--- config.mk ---
export PLATFORM = sky130hd
export DESIGN_NAME = phcd_top
export DESIGN_NICKNAME = d
export VERILOG_FILES = /design/src/common/phcd_pkg.sv /design/src/verilog/phcd_top.sv /design/src/verilog/phcd_hwy_detect.sv
export SDC_FILE = /design/constraint.sdc
export NUM_CORES = 1
export LEC_CHECK = 0
export ABC_AREA = 1
export BUFFER_PORTS_ARGS = -buffer_cell sky130_fd_sc_hd__buf_4
export CAP_MARGIN = 10
export CORE_MARGIN = 2
export CORE_UTILIZATION = 52
export CTS_CLUSTER_DIAMETER = 40
export DETAILED_ROUTE_END_ITERATION = 16
export GPL_TIMING_DRIVEN = 0
export PLACE_DENSITY_LB_ADDON = 0.05
export SLEW_MARGIN = 10
export SYNTH_ARGS = -nofsm -noshare
export SYNTH_HDL_FRONTEND = slang
export SYNTH_HIERARCHICAL = 1
export SYNTH_SLANG_ARGS = --single-unit
--- constraint.sdc ---
create_clock -name clk_i -period 2.2 [get_ports clk_i]
set_input_delay 0.22 -clock clk_i [delete_from_list [all_inputs] [get_ports clk_i]]
set_output_delay 0.22 -clock clk_i [all_outputs]
set_load 0.01 [all_outputs]
--- src/common/phcd_pkg.sv ---
/*
  phcd_pkg: constants and carrier types for the pcm highway clock detect block.
  assumes a 20 MHz system clock and a 32-bit classic wishbone register bus.
*/
package phcd_pkg;

  // system clock
  localparam int CLK_MHZ = 20;

  // register indices; byte address is four times the index
  localparam logic [7:0] IDX_B_SEL = 8'h08;
  localparam logic [7:0] IDX_A_SEL = 8'h09;
  localparam logic [7:0] IDX_STAT = 8'h0a;
  localparam logic [7:0] IDX_MCLK = 8'h0b;

  // field positions
  localparam int FREQ_W = 13;
  localparam int SEL_AUTODET_BIT = 15;
  localparam int SEL_AUTOSW_BIT = 14;
  localparam int SEL_GEN_BIT = 13;
  localparam int STAT_FAIL_A_BIT = 8;
  localparam int STAT_FAIL_B_BIT = 9;
  localparam int MCLK_ACTIVE_BIT = 13;

  // reset values
  localparam logic [15:0] SEL_RESET = 16'h92fb;
  localparam logic [FREQ_W-1:0] FREQ_DEFAULT = 13'h12fb;
  localparam logic ACTIVE_RESET = 1'b0;

  // detection timing
  localparam int CONSIST_PERIODS = 9;
  localparam int DETECT_TIME_US = 1125;
  localparam int CNT_W = 14;
  // bit clock declared lost after this long without a transition
  localparam int BCLK_LOSS_NS = 2000;
  localparam int BCLK_LOSS_CYC = (BCLK_LOSS_NS * CLK_MHZ + 999) / 1000;

  // highway select register, laid out as software sees it
  typedef struct packed {
    logic autodet;
    logic auto_sw;
    logic gen;
    logic [FREQ_W-1:0] freq;
  } phcd_sel_t;

  // result of one highway's detector
  typedef struct packed {
    logic load;
    logic [FREQ_W-1:0] code;
    logic fail;
  } phcd_det_t;

endpackage

--- src/verilog/phcd_top.sv ---
/*
  phcd_top: pcm highway clock configuration with a classic wishbone slave.
  assumes pins synchronous to clk_i, a single-word bus master, 20 MHz clock.
*/
// Implementation choice: the Wishbone register port.
// Behaviour
// - with autodetect set, measure bit clock against frame sync and store the code
// - writing autodetect one restarts detection and reloads the default code
// - code is bit clock frequency over 8 kHz, minus one
// - highway A keeps the default code until both inputs toggle
// - highway A detection completes after nine consistent frame periods
// - redundant highway keeps the default code until both inputs toggle
// - redundant highway detection completes after nine consistent frame periods
// - A auto switch moves to redundant when A fails and B does not
// - with A auto switch clear, no automatic switch on A failure
// - generation bit selects pin frame sync or internally generated frame sync
// - read-only failure flag per highway shows bit clock loss
// - active highway bit is writable and hardware updates it on switch
`timescale 1ns/1ns
module phcd_top
  import phcd_pkg::*;
(
  input wire logic clk_i, // system clock
  input wire logic rst_i, // synchronous reset, high
  input wire logic cyc_i, // wishbone cycle
  input wire logic stb_i, // wishbone strobe
  input wire logic we_i, // wishbone write enable
  input wire logic [7:0] adr_i, // wishbone byte address
  input wire logic [31:0] dat_i, // wishbone write data
  input wire logic [3:0] sel_i, // wishbone byte selects
  output logic [31:0] dat_o, // wishbone read data
  output logic ack_o, // wishbone acknowledge
  input wire logic highway_a_bit_clock_i, // highway A bit clock
  input wire logic highway_a_frame_sync_i, // highway A frame sync in
  output logic highway_a_frame_sync_o, // highway A frame sync out
  output logic highway_a_frame_sync_oe_o, // highway A frame sync drive
  input wire logic redundant_bit_clock_i, // redundant bit clock
  input wire logic redundant_frame_sync_i, // redundant frame sync in
  output logic redundant_frame_sync_o, // redundant frame sync out
  output logic redundant_frame_sync_oe_o, // redundant frame sync drive
  output logic active_highway_o, // 0 highway A, 1 redundant
  output logic a_clock_fail_flag_o, // highway A bit clock lost
  output logic b_clock_fail_flag_o // redundant bit clock lost
);
  import phcd_pkg::*;

  // index 0 is highway A, index 1 the redundant highway
  phcd_sel_t sel_ff [2];
  phcd_det_t det [2];
  logic [1:0] restart;
  logic [1:0] bclk;
  logic [1:0] fs_in;
  logic [1:0] fs_out;
  logic [1:0] fs_oe;
  logic active_ff;
  logic ack_ff;
  logic [31:0] dat_ff;
  logic req;
  logic wr_stb;
  logic [7:0] idx;
  logic [15:0] rd_word;
  logic [15:0] cur_word;
  logic [15:0] nxt_word;
  logic switch_to_b;
  logic switch_to_a;

  assign bclk = {redundant_bit_clock_i, highway_a_bit_clock_i};
  assign fs_in = {redundant_frame_sync_i, highway_a_frame_sync_i};

  // bus decode; the master holds the request until ack, so writes land on ack
  assign req = cyc_i & stb_i;
  assign wr_stb = req & we_i & ack_ff;
  assign idx = {2'b00, adr_i[7:2]};

  always_comb
  begin
    rd_word = 16'h0000;
    unique case (idx)
      IDX_A_SEL: rd_word = sel_ff[0];
      IDX_B_SEL: rd_word = sel_ff[1];
      IDX_STAT:
      begin
        rd_word[STAT_FAIL_A_BIT] = det[0].fail;
        rd_word[STAT_FAIL_B_BIT] = det[1].fail;
      end
      IDX_MCLK: rd_word[MCLK_ACTIVE_BIT] = active_ff;
      default: rd_word = 16'h0000;
    endcase
  end

  // byte lanes 0 and 1 carry the 16-bit registers
  always_comb
  begin
    cur_word = rd_word;
    nxt_word = cur_word;
    if (sel_i[0])
    begin
      nxt_word[7:0] = dat_i[7:0];
    end
    if (sel_i[1])
    begin
      nxt_word[15:8] = dat_i[15:8];
    end
  end

  // one wait state: ack one cycle after the request, dropped the cycle after
  always_ff @(posedge clk_i)
  begin
    if (rst_i)
    begin
      ack_ff <= 1'b0;
      dat_ff <= 32'h0000_0000;
    end
    else
    begin
      ack_ff <= req & ~ack_ff;
      if (req && !ack_ff)
      begin
        dat_ff <= {16'h0000, rd_word};
      end
    end
  end

  assign ack_o = ack_ff;
  assign dat_o = dat_ff;

  genvar h;
  generate
    for (h = 0; h < 2; h++)
    begin : g_hwy
      logic hit;
      phcd_sel_t wsel;

      assign hit = wr_stb && idx == ((h == 0) ? IDX_A_SEL : IDX_B_SEL);
      assign wsel = nxt_word;
      // any write carrying autodetect one on byte lane 1 restarts the measurement
      assign restart[h] = hit && wsel.autodet && sel_i[1];

      always_ff @(posedge clk_i)
      begin
        if (rst_i)
        begin
          sel_ff[h] <= SEL_RESET;
        end
        else if (hit)
        begin
          sel_ff[h] <= wsel;
          if (wsel.autodet)
          begin
            sel_ff[h].freq <= FREQ_DEFAULT;
          end
        end
        else if (sel_ff[h].autodet && det[h].load)
        begin
          sel_ff[h].freq <= det[h].code;
        end
      end

      phcd_hwy_detect u_det (
        .clk_i(clk_i),
        .rst_i(rst_i),
        .bclk_i(bclk[h]),
        .fs_ext_i(fs_in[h]),
        .cfg_i(sel_ff[h]),
        .restart_i(restart[h]),
        .fs_o(fs_out[h]),
        .fs_oe_o(fs_oe[h]),
        .det_o(det[h])
      );
    end
  endgenerate

  // automatic highway switch; hardware wins over a same-cycle software write
  assign switch_to_b = sel_ff[0].auto_sw && !active_ff
                       && det[0].fail && !det[1].fail;
  assign switch_to_a = sel_ff[1].auto_sw && active_ff
                       && det[1].fail && !det[0].fail;

  always_ff @(posedge clk_i)
  begin
    if (rst_i)
    begin
      active_ff <= ACTIVE_RESET;
    end
    else if (switch_to_b)
    begin
      active_ff <= 1'b1;
    end
    else if (switch_to_a)
    begin
      active_ff <= 1'b0;
    end
    else if (wr_stb && idx == IDX_MCLK && sel_i[1])
    begin
      active_ff <= dat_i[MCLK_ACTIVE_BIT];
    end
  end

  assign highway_a_frame_sync_o = fs_out[0];
  assign highway_a_frame_sync_oe_o = fs_oe[0];
  assign redundant_frame_sync_o = fs_out[1];
  assign redundant_frame_sync_oe_o = fs_oe[1];
  assign active_highway_o = active_ff;
  assign a_clock_fail_flag_o = det[0].fail;
  assign b_clock_fail_flag_o = det[1].fail;

endmodule // phcd_top

--- src/verilog/phcd_hwy_detect.sv ---
/*
  phcd_hwy_detect: one highway's bit clock measurement, loss monitor and frame
  sync generator. assumes bit clock and frame sync pins are synchronous to clk_i.
*/
`timescale 1ns/1ns
module phcd_hwy_detect
  import phcd_pkg::*;
(
  input wire logic clk_i, // system clock
  input wire logic rst_i, // synchronous reset, high
  input wire logic bclk_i, // highway bit clock pin
  input wire logic fs_ext_i, // external frame sync pin
  input wire phcd_pkg::phcd_sel_t cfg_i, // highway select register
  input wire logic restart_i, // restart detection, one cycle
  output logic fs_o, // generated frame sync level
  output logic fs_oe_o, // drive frame sync pin
  output phcd_pkg::phcd_det_t det_o // detector result
);
  import phcd_pkg::*;

  logic bclk_q_ff;
  logic fs_q_ff;
  logic seen_bclk_ff;
  logic seen_fs_ff;
  logic started_ff;
  logic [CNT_W-1:0] cnt_ff;
  logic [CNT_W-1:0] prev_ff;
  logic [3:0] match_ff;
  logic [7:0] loss_ff;
  logic fail_ff;
  logic load_ff;
  logic [FREQ_W-1:0] code_ff;
  logic [FREQ_W-1:0] gen_cnt_ff;
  logic gen_fs_ff;
  logic fs_src;
  logic bclk_rise;
  logic bclk_edge;
  logic fs_rise;
  logic fs_edge;
  logic [3:0] nxt_match;

  // bit clocks above half the system clock alias; they must not be measured here
  assign bclk_rise = bclk_i & ~bclk_q_ff;
  assign bclk_edge = bclk_i ^ bclk_q_ff;
  assign fs_src = cfg_i.gen ? gen_fs_ff : fs_ext_i;
  assign fs_rise = fs_src & ~fs_q_ff;
  assign fs_edge = fs_src ^ fs_q_ff;

  always_ff @(posedge clk_i)
  begin
    bclk_q_ff <= rst_i ? 1'b0 : bclk_i;
    fs_q_ff <= rst_i ? 1'b0 : fs_src;
  end

  // transitions on both inputs gate any result
  always_ff @(posedge clk_i)
  begin
    if (rst_i || restart_i)
    begin
      seen_bclk_ff <= 1'b0;
      seen_fs_ff <= 1'b0;
    end
    else
    begin
      seen_bclk_ff <= seen_bclk_ff | bclk_edge;
      seen_fs_ff <= seen_fs_ff | fs_edge;
    end
  end

  // count bit clock rises per frame, accept after equal consecutive periods
  always_comb
  begin
    nxt_match = 4'h1;
    if (started_ff && cnt_ff == prev_ff && cnt_ff != '0)
    begin
      nxt_match = (match_ff == 4'(CONSIST_PERIODS)) ? match_ff : match_ff + 4'h1;
    end
  end

  always_ff @(posedge clk_i)
  begin
    if (rst_i || restart_i || fail_ff)
    begin
      cnt_ff <= '0;
      prev_ff <= '0;
      match_ff <= '0;
      started_ff <= 1'b0;
      load_ff <= 1'b0;
      code_ff <= FREQ_DEFAULT;
    end
    else if (fs_rise)
    begin
      cnt_ff <= bclk_rise ? CNT_W'(1) : '0;
      prev_ff <= cnt_ff;
      started_ff <= 1'b1;
      match_ff <= started_ff ? nxt_match : '0;
      // nine matching periods give at least 1.125 ms before any result
      load_ff <= started_ff && nxt_match == 4'(CONSIST_PERIODS)
                 && seen_bclk_ff && seen_fs_ff;
      code_ff <= FREQ_W'(cnt_ff - CNT_W'(1));
    end
    else
    begin
      load_ff <= 1'b0;
      if (bclk_rise && cnt_ff != {CNT_W{1'b1}})
      begin
        cnt_ff <= cnt_ff + CNT_W'(1);
      end
    end
  end

  // loss monitor on the bit clock
  always_ff @(posedge clk_i)
  begin
    if (rst_i || bclk_edge)
    begin
      loss_ff <= '0;
      fail_ff <= 1'b0;
    end
    else if (loss_ff == 8'(BCLK_LOSS_CYC))
    begin
      fail_ff <= 1'b1;
    end
    else
    begin
      loss_ff <= loss_ff + 8'h01;
    end
  end

  // internal frame sync: one pulse every freq+1 bit clock rises
  always_ff @(posedge clk_i)
  begin
    if (rst_i || !cfg_i.gen)
    begin
      gen_cnt_ff <= '0;
      gen_fs_ff <= 1'b0;
    end
    else if (bclk_rise)
    begin
      gen_fs_ff <= (gen_cnt_ff == cfg_i.freq);
      gen_cnt_ff <= (gen_cnt_ff == cfg_i.freq) ? '0 : gen_cnt_ff + FREQ_W'(1);
    end
  end

  // gated: a pulse still in flight when generation is switched off never reaches
  // the released pin
  assign fs_o = gen_fs_ff & cfg_i.gen;
  assign fs_oe_o = cfg_i.gen;
  assign det_o = '{load: load_ff, code: code_ff, fail: fail_ff};

endmodule // phcd_hwy_detect

==> results.json <==
{
  "initial_core_util_pct": 53.3,
  "combinationalPowerShare_pct": 10.0,
  "cts_tree": "done",
  "path_class": "flop to flop",
  "clk_latency_ns": 0.44,
  "synth_cells": 1444,
  "overflow": 0,
  "endpoint_kind": "flop",
  "grt_pass1_vias": 8637,
  "synth_top_cell_by_area": "dfxtp_1",
  "powerDensity_nw_per_um2": 626,
  "fin_skew_ns": 0.00898,
  "hold_class": "input port to flop",
  "routed_wl_um": 26700,
  "num_rows": 51,
  "grt_start_max_net_pins": 17,
  "synth_top_area_share_pct": 31.7,
  "timing.critical_path.fanout_max": 10,
  "slew_headroom_pct": 62.5,
  "crit_family": "simple AND/OR/NAND/NOR gates",
  "cap_viol_max_count": 0,
  "synth-seq-cells": 198,
  "whs_path_depth": 2,
  "synth.most_common_cell": "nand2_1",
  "rsz0062_at_grt": "no",
  "drv_slew": 0,
  "r2r_cells": 14,
  "antenna_found_initial": 1,
  "first_pass_iters": 5,
  "synth.area.top_cells": "dfxtp_1, nand2_1, edfxtp_1",
  "power_mw": 7.43,
  "peakVddDrop_mv": 0.601,
  "clock.fmax_mhz": 489,
  "cts.sinks": 198,
  "ys_types": 51,
  "drive_gt1_share_pct": 14.1,
  "fp.dieH_um": 146,
  "path_cells": "nand4_1 > buf_4 > inv_1 > nand2_2 > nor2_1 > nor2_1 > nand2_2 > nor2_2 > inv_2 > buf_2 > nor2_1 > nand2_1 > o21ai_0 > inv_1",
  "cts_made_buffers": 17,
  "fin_nets": 1611,
  "core_area_um2": 19700,
  "wl_per_cell_um": 14.7,
  "setup_slack_ns": 0.156,
  "r2r-start": "ack_o$_SDFF_PP0_",
  "die_x_um": 146,
  "clockBufferDepth": 2,
  "synthTopCellsByCount": "nand2_1, nor2_1, inv_1, dfxtp_1, nand3_1",
  "tightest_slew_ns": 0.561,
  "place_ws_ns": -0.222,
  "die-area_um2": 21300,
  "drc": 0,
  "port-buffer-count": 54,
  "ys_warn_count": 6,
  "synth-main-ff-cell": "dfxtp_1",
  "clkPwrFrac_pct": 38.4,
  "intPower_mw": 5.54,
  "finalCritPeriodShare_pct": 92.9,
  "cp.required_ns": 2.53,
  "setup_viol": 0,
  "syn-cell-area_um2": 10500,
  "syn_area_per_cell_um2": 7.26,
  "cts.reportedPaths.clkPinSlew_ns": 0.07,
  "cts_root_buf": "clkbuf_16",
  "holdPathEnd": "g_hwy[0].u_det/bclk_q_ff$_SDFF_PP0_",
  "io_pins": 93,
  "gp_congestion": 0.906,
  "startpoint_type": "flop",
  "critPathMostFrequentCell": "nor2_1",
  "hpwl_um": 20600,
  "drtIter0Drc": 677,
  "grt_pass1_wl_um": 43400,
  "timing.rr.end": "g_hwy[0].u_det/code_ff[7]$_SDFFE_PP1P_",
  "seqPwrFrac_pct": 51.6,
  "hold_start": "rst_i",
  "synth-edff-count": 32,
  "cellLeakagePower_nw": 5.24,
  "switching_power_mw": 1.89,
  "fin_crit_ns": 2.04,
  "utilization_pct": 60.4,
  "final_antenna_net_count": 0,
  "max_stage_delay_ns": 0.32,
  "vias_per_cell": 5.19,
  "area_growth_pct": 13.2,
  "finalSetupTns_ns": 0,
  "hold_viol": 0,
  "ys_seq_area_share_pct": 40.9,
  "ff2ff_setup_slack_ns": 0.16,
  "num_vias": 9422,
  "p_sw_share_pct": 25.4,
  "crit_path_top_delay_cell": "dfxtp_1",
  "arrival_ns": 2.37,
  "grtUsageTotal_pct": 25.4,
  "synth-async-reset-ratio_pct": 0,
  "h-tree-depth": 4,
  "outcome": "finished clean",
  "crit_buf_inv": 5
}
stage by stage:
step	hold WS [ns]	cells	instance area, um2
6_report	0.0479	1817	11900
5_1_grt	0.0582	1817	11900
4_1_cts	0.0495	1814	11800
3_5_place_dp	0.441	1778	11300
3_3_place_gp	0.436	1778	11300
2_1_floorplan	0.289	1459	10500
layer usage:
layer / up-vias / share of wire (%) / global-route usage (%)
met5: - / 0 / 0
met4: 0 / 1.7 / 7.72
met3: 28 / 6.8 / 4.11
met2: 270 / 42 / 38.4
met1: 4322 / 49 / 37.2
li1: 4802 / - / -
layout by cell type, fill, tap and decap left out, types with 22 or more instances in the layout:
cell type and n:
o22ai_1 24, inv_1 170, xor2_1 22, o21ai_0 74
edfxtp_1 32, buf_4 91, dfxtp_1 166, a21oi_1 77
nand2_1 306, nand3_1 98, nor3_1 24, nor2_1 215
how the worst max path moves through the flow:
stage                           startpoint                                      end  cells past startpoint
after floorplan           ack_o$_SDFF_PP0_                   sel_ff[0][0]$_DFFE_PP_                      6
after global placement               rst_i                   sel_ff[0][4]$_DFFE_PP_                      6
after detailed placement             rst_i                   sel_ff[0][4]$_DFFE_PP_                      6
after CTS                 ack_o$_SDFF_PP0_   g_hwy[0].u_det/code_ff[9]$_SDFFE_PP1P_                     11
after global routing      ack_o$_SDFF_PP0_  g_hwy[1].u_det/prev_ff[13]$_SDFFE_PP0P_                      9
final                     ack_o$_SDFF_PP0_   g_hwy[0].u_det/code_ff[7]$_SDFFE_PP1P_                     14
flip-flops by register name, summed over array words and instances (netlist names):
signal and cells:
g_hwy.u_det/match_ff 8, ack_o 1, active_highway_o 1, g_hwy.u_det/cnt_ff 28, g_hwy.u_det/bclk_q_ff 2, g_hwy.u_det/gen_fs_ff 2, dat_o 16, g_hwy.u_det/code_ff 26
g_hwy.u_det/load_ff 2, g_hwy.u_det/gen_cnt_ff 26, g_hwy.u_det/seen_fs_ff 2, g_hwy.u_det/started_ff 2, g_hwy.u_det/prev_ff 28, sel_ff 32, g_hwy.u_det/fs_q_ff 2, g_hwy.u_det/seen_bclk_ff 2
g_hwy.u_det/loss_ff 16, g_hwy.u_det/fail_ff 2
final cells by class:
class / count / area, um2
Antenna cell: 1 / 2.50
Timing Repair Buffer: 60 / 455
Clock buffer: 24 / 472
Sequential cell: 198 / 4280
Fill cell: 1871 / 7790
Clock inverter: 8 / 50.0
Inverter: 188 / 711
Multi-Input combinational cell: 1013 / 5140
Tap cell: 265 / 332
Buffer: 60 / 420
power groups by stage:
stage                     Clock [mW]  Combinational (mW)  Sequential (mW)
final                           2.85               0.744             3.84
after global routing            3.05               0.828             3.84
after CTS                       2.90               0.734             3.84
after detailed placement           0               0.721             3.92
after global placement             0               0.715             3.92
after floorplan                    0               0.478             3.90
timing repair:
item	CTS	global route
pin swaps	1	1
hold buffers	2	0
setup endpoints to repair	28	51
resized for setup	4	4
endpoints found under the hold margin	2	0
setup buffers	2	2
worst reg2reg max path, stage by stage (launching register included):
cell	delay, ns
dfxtp_1	0.32
nand4_1	0.08
buf_4	0.16
inv_1	0.09
nand2_2	0.13
nor2_1	0.06
nor2_1	0.19
nand2_2	0.19
nor2_2	0.16
inv_2	0.06
buf_2	0.18
nor2_1	0.12
nand2_1	0.07
o21ai_0	0.07
inv_1	0.06
cell families after synthesis:
group / count (synthesis) / synth area share (%)
simple gates: 714 / 30.5
buf+inv: 248 / 10.7
compound gates: 220 / 11.8
flops: 198 / 40.9
xor+xnor: 38 / 3.17
fa+ha+maj: 20 / 2.39
mux: 5 / 0.477
other cells: 1 / 0.0358
Power figures use the tool's default switching activity.
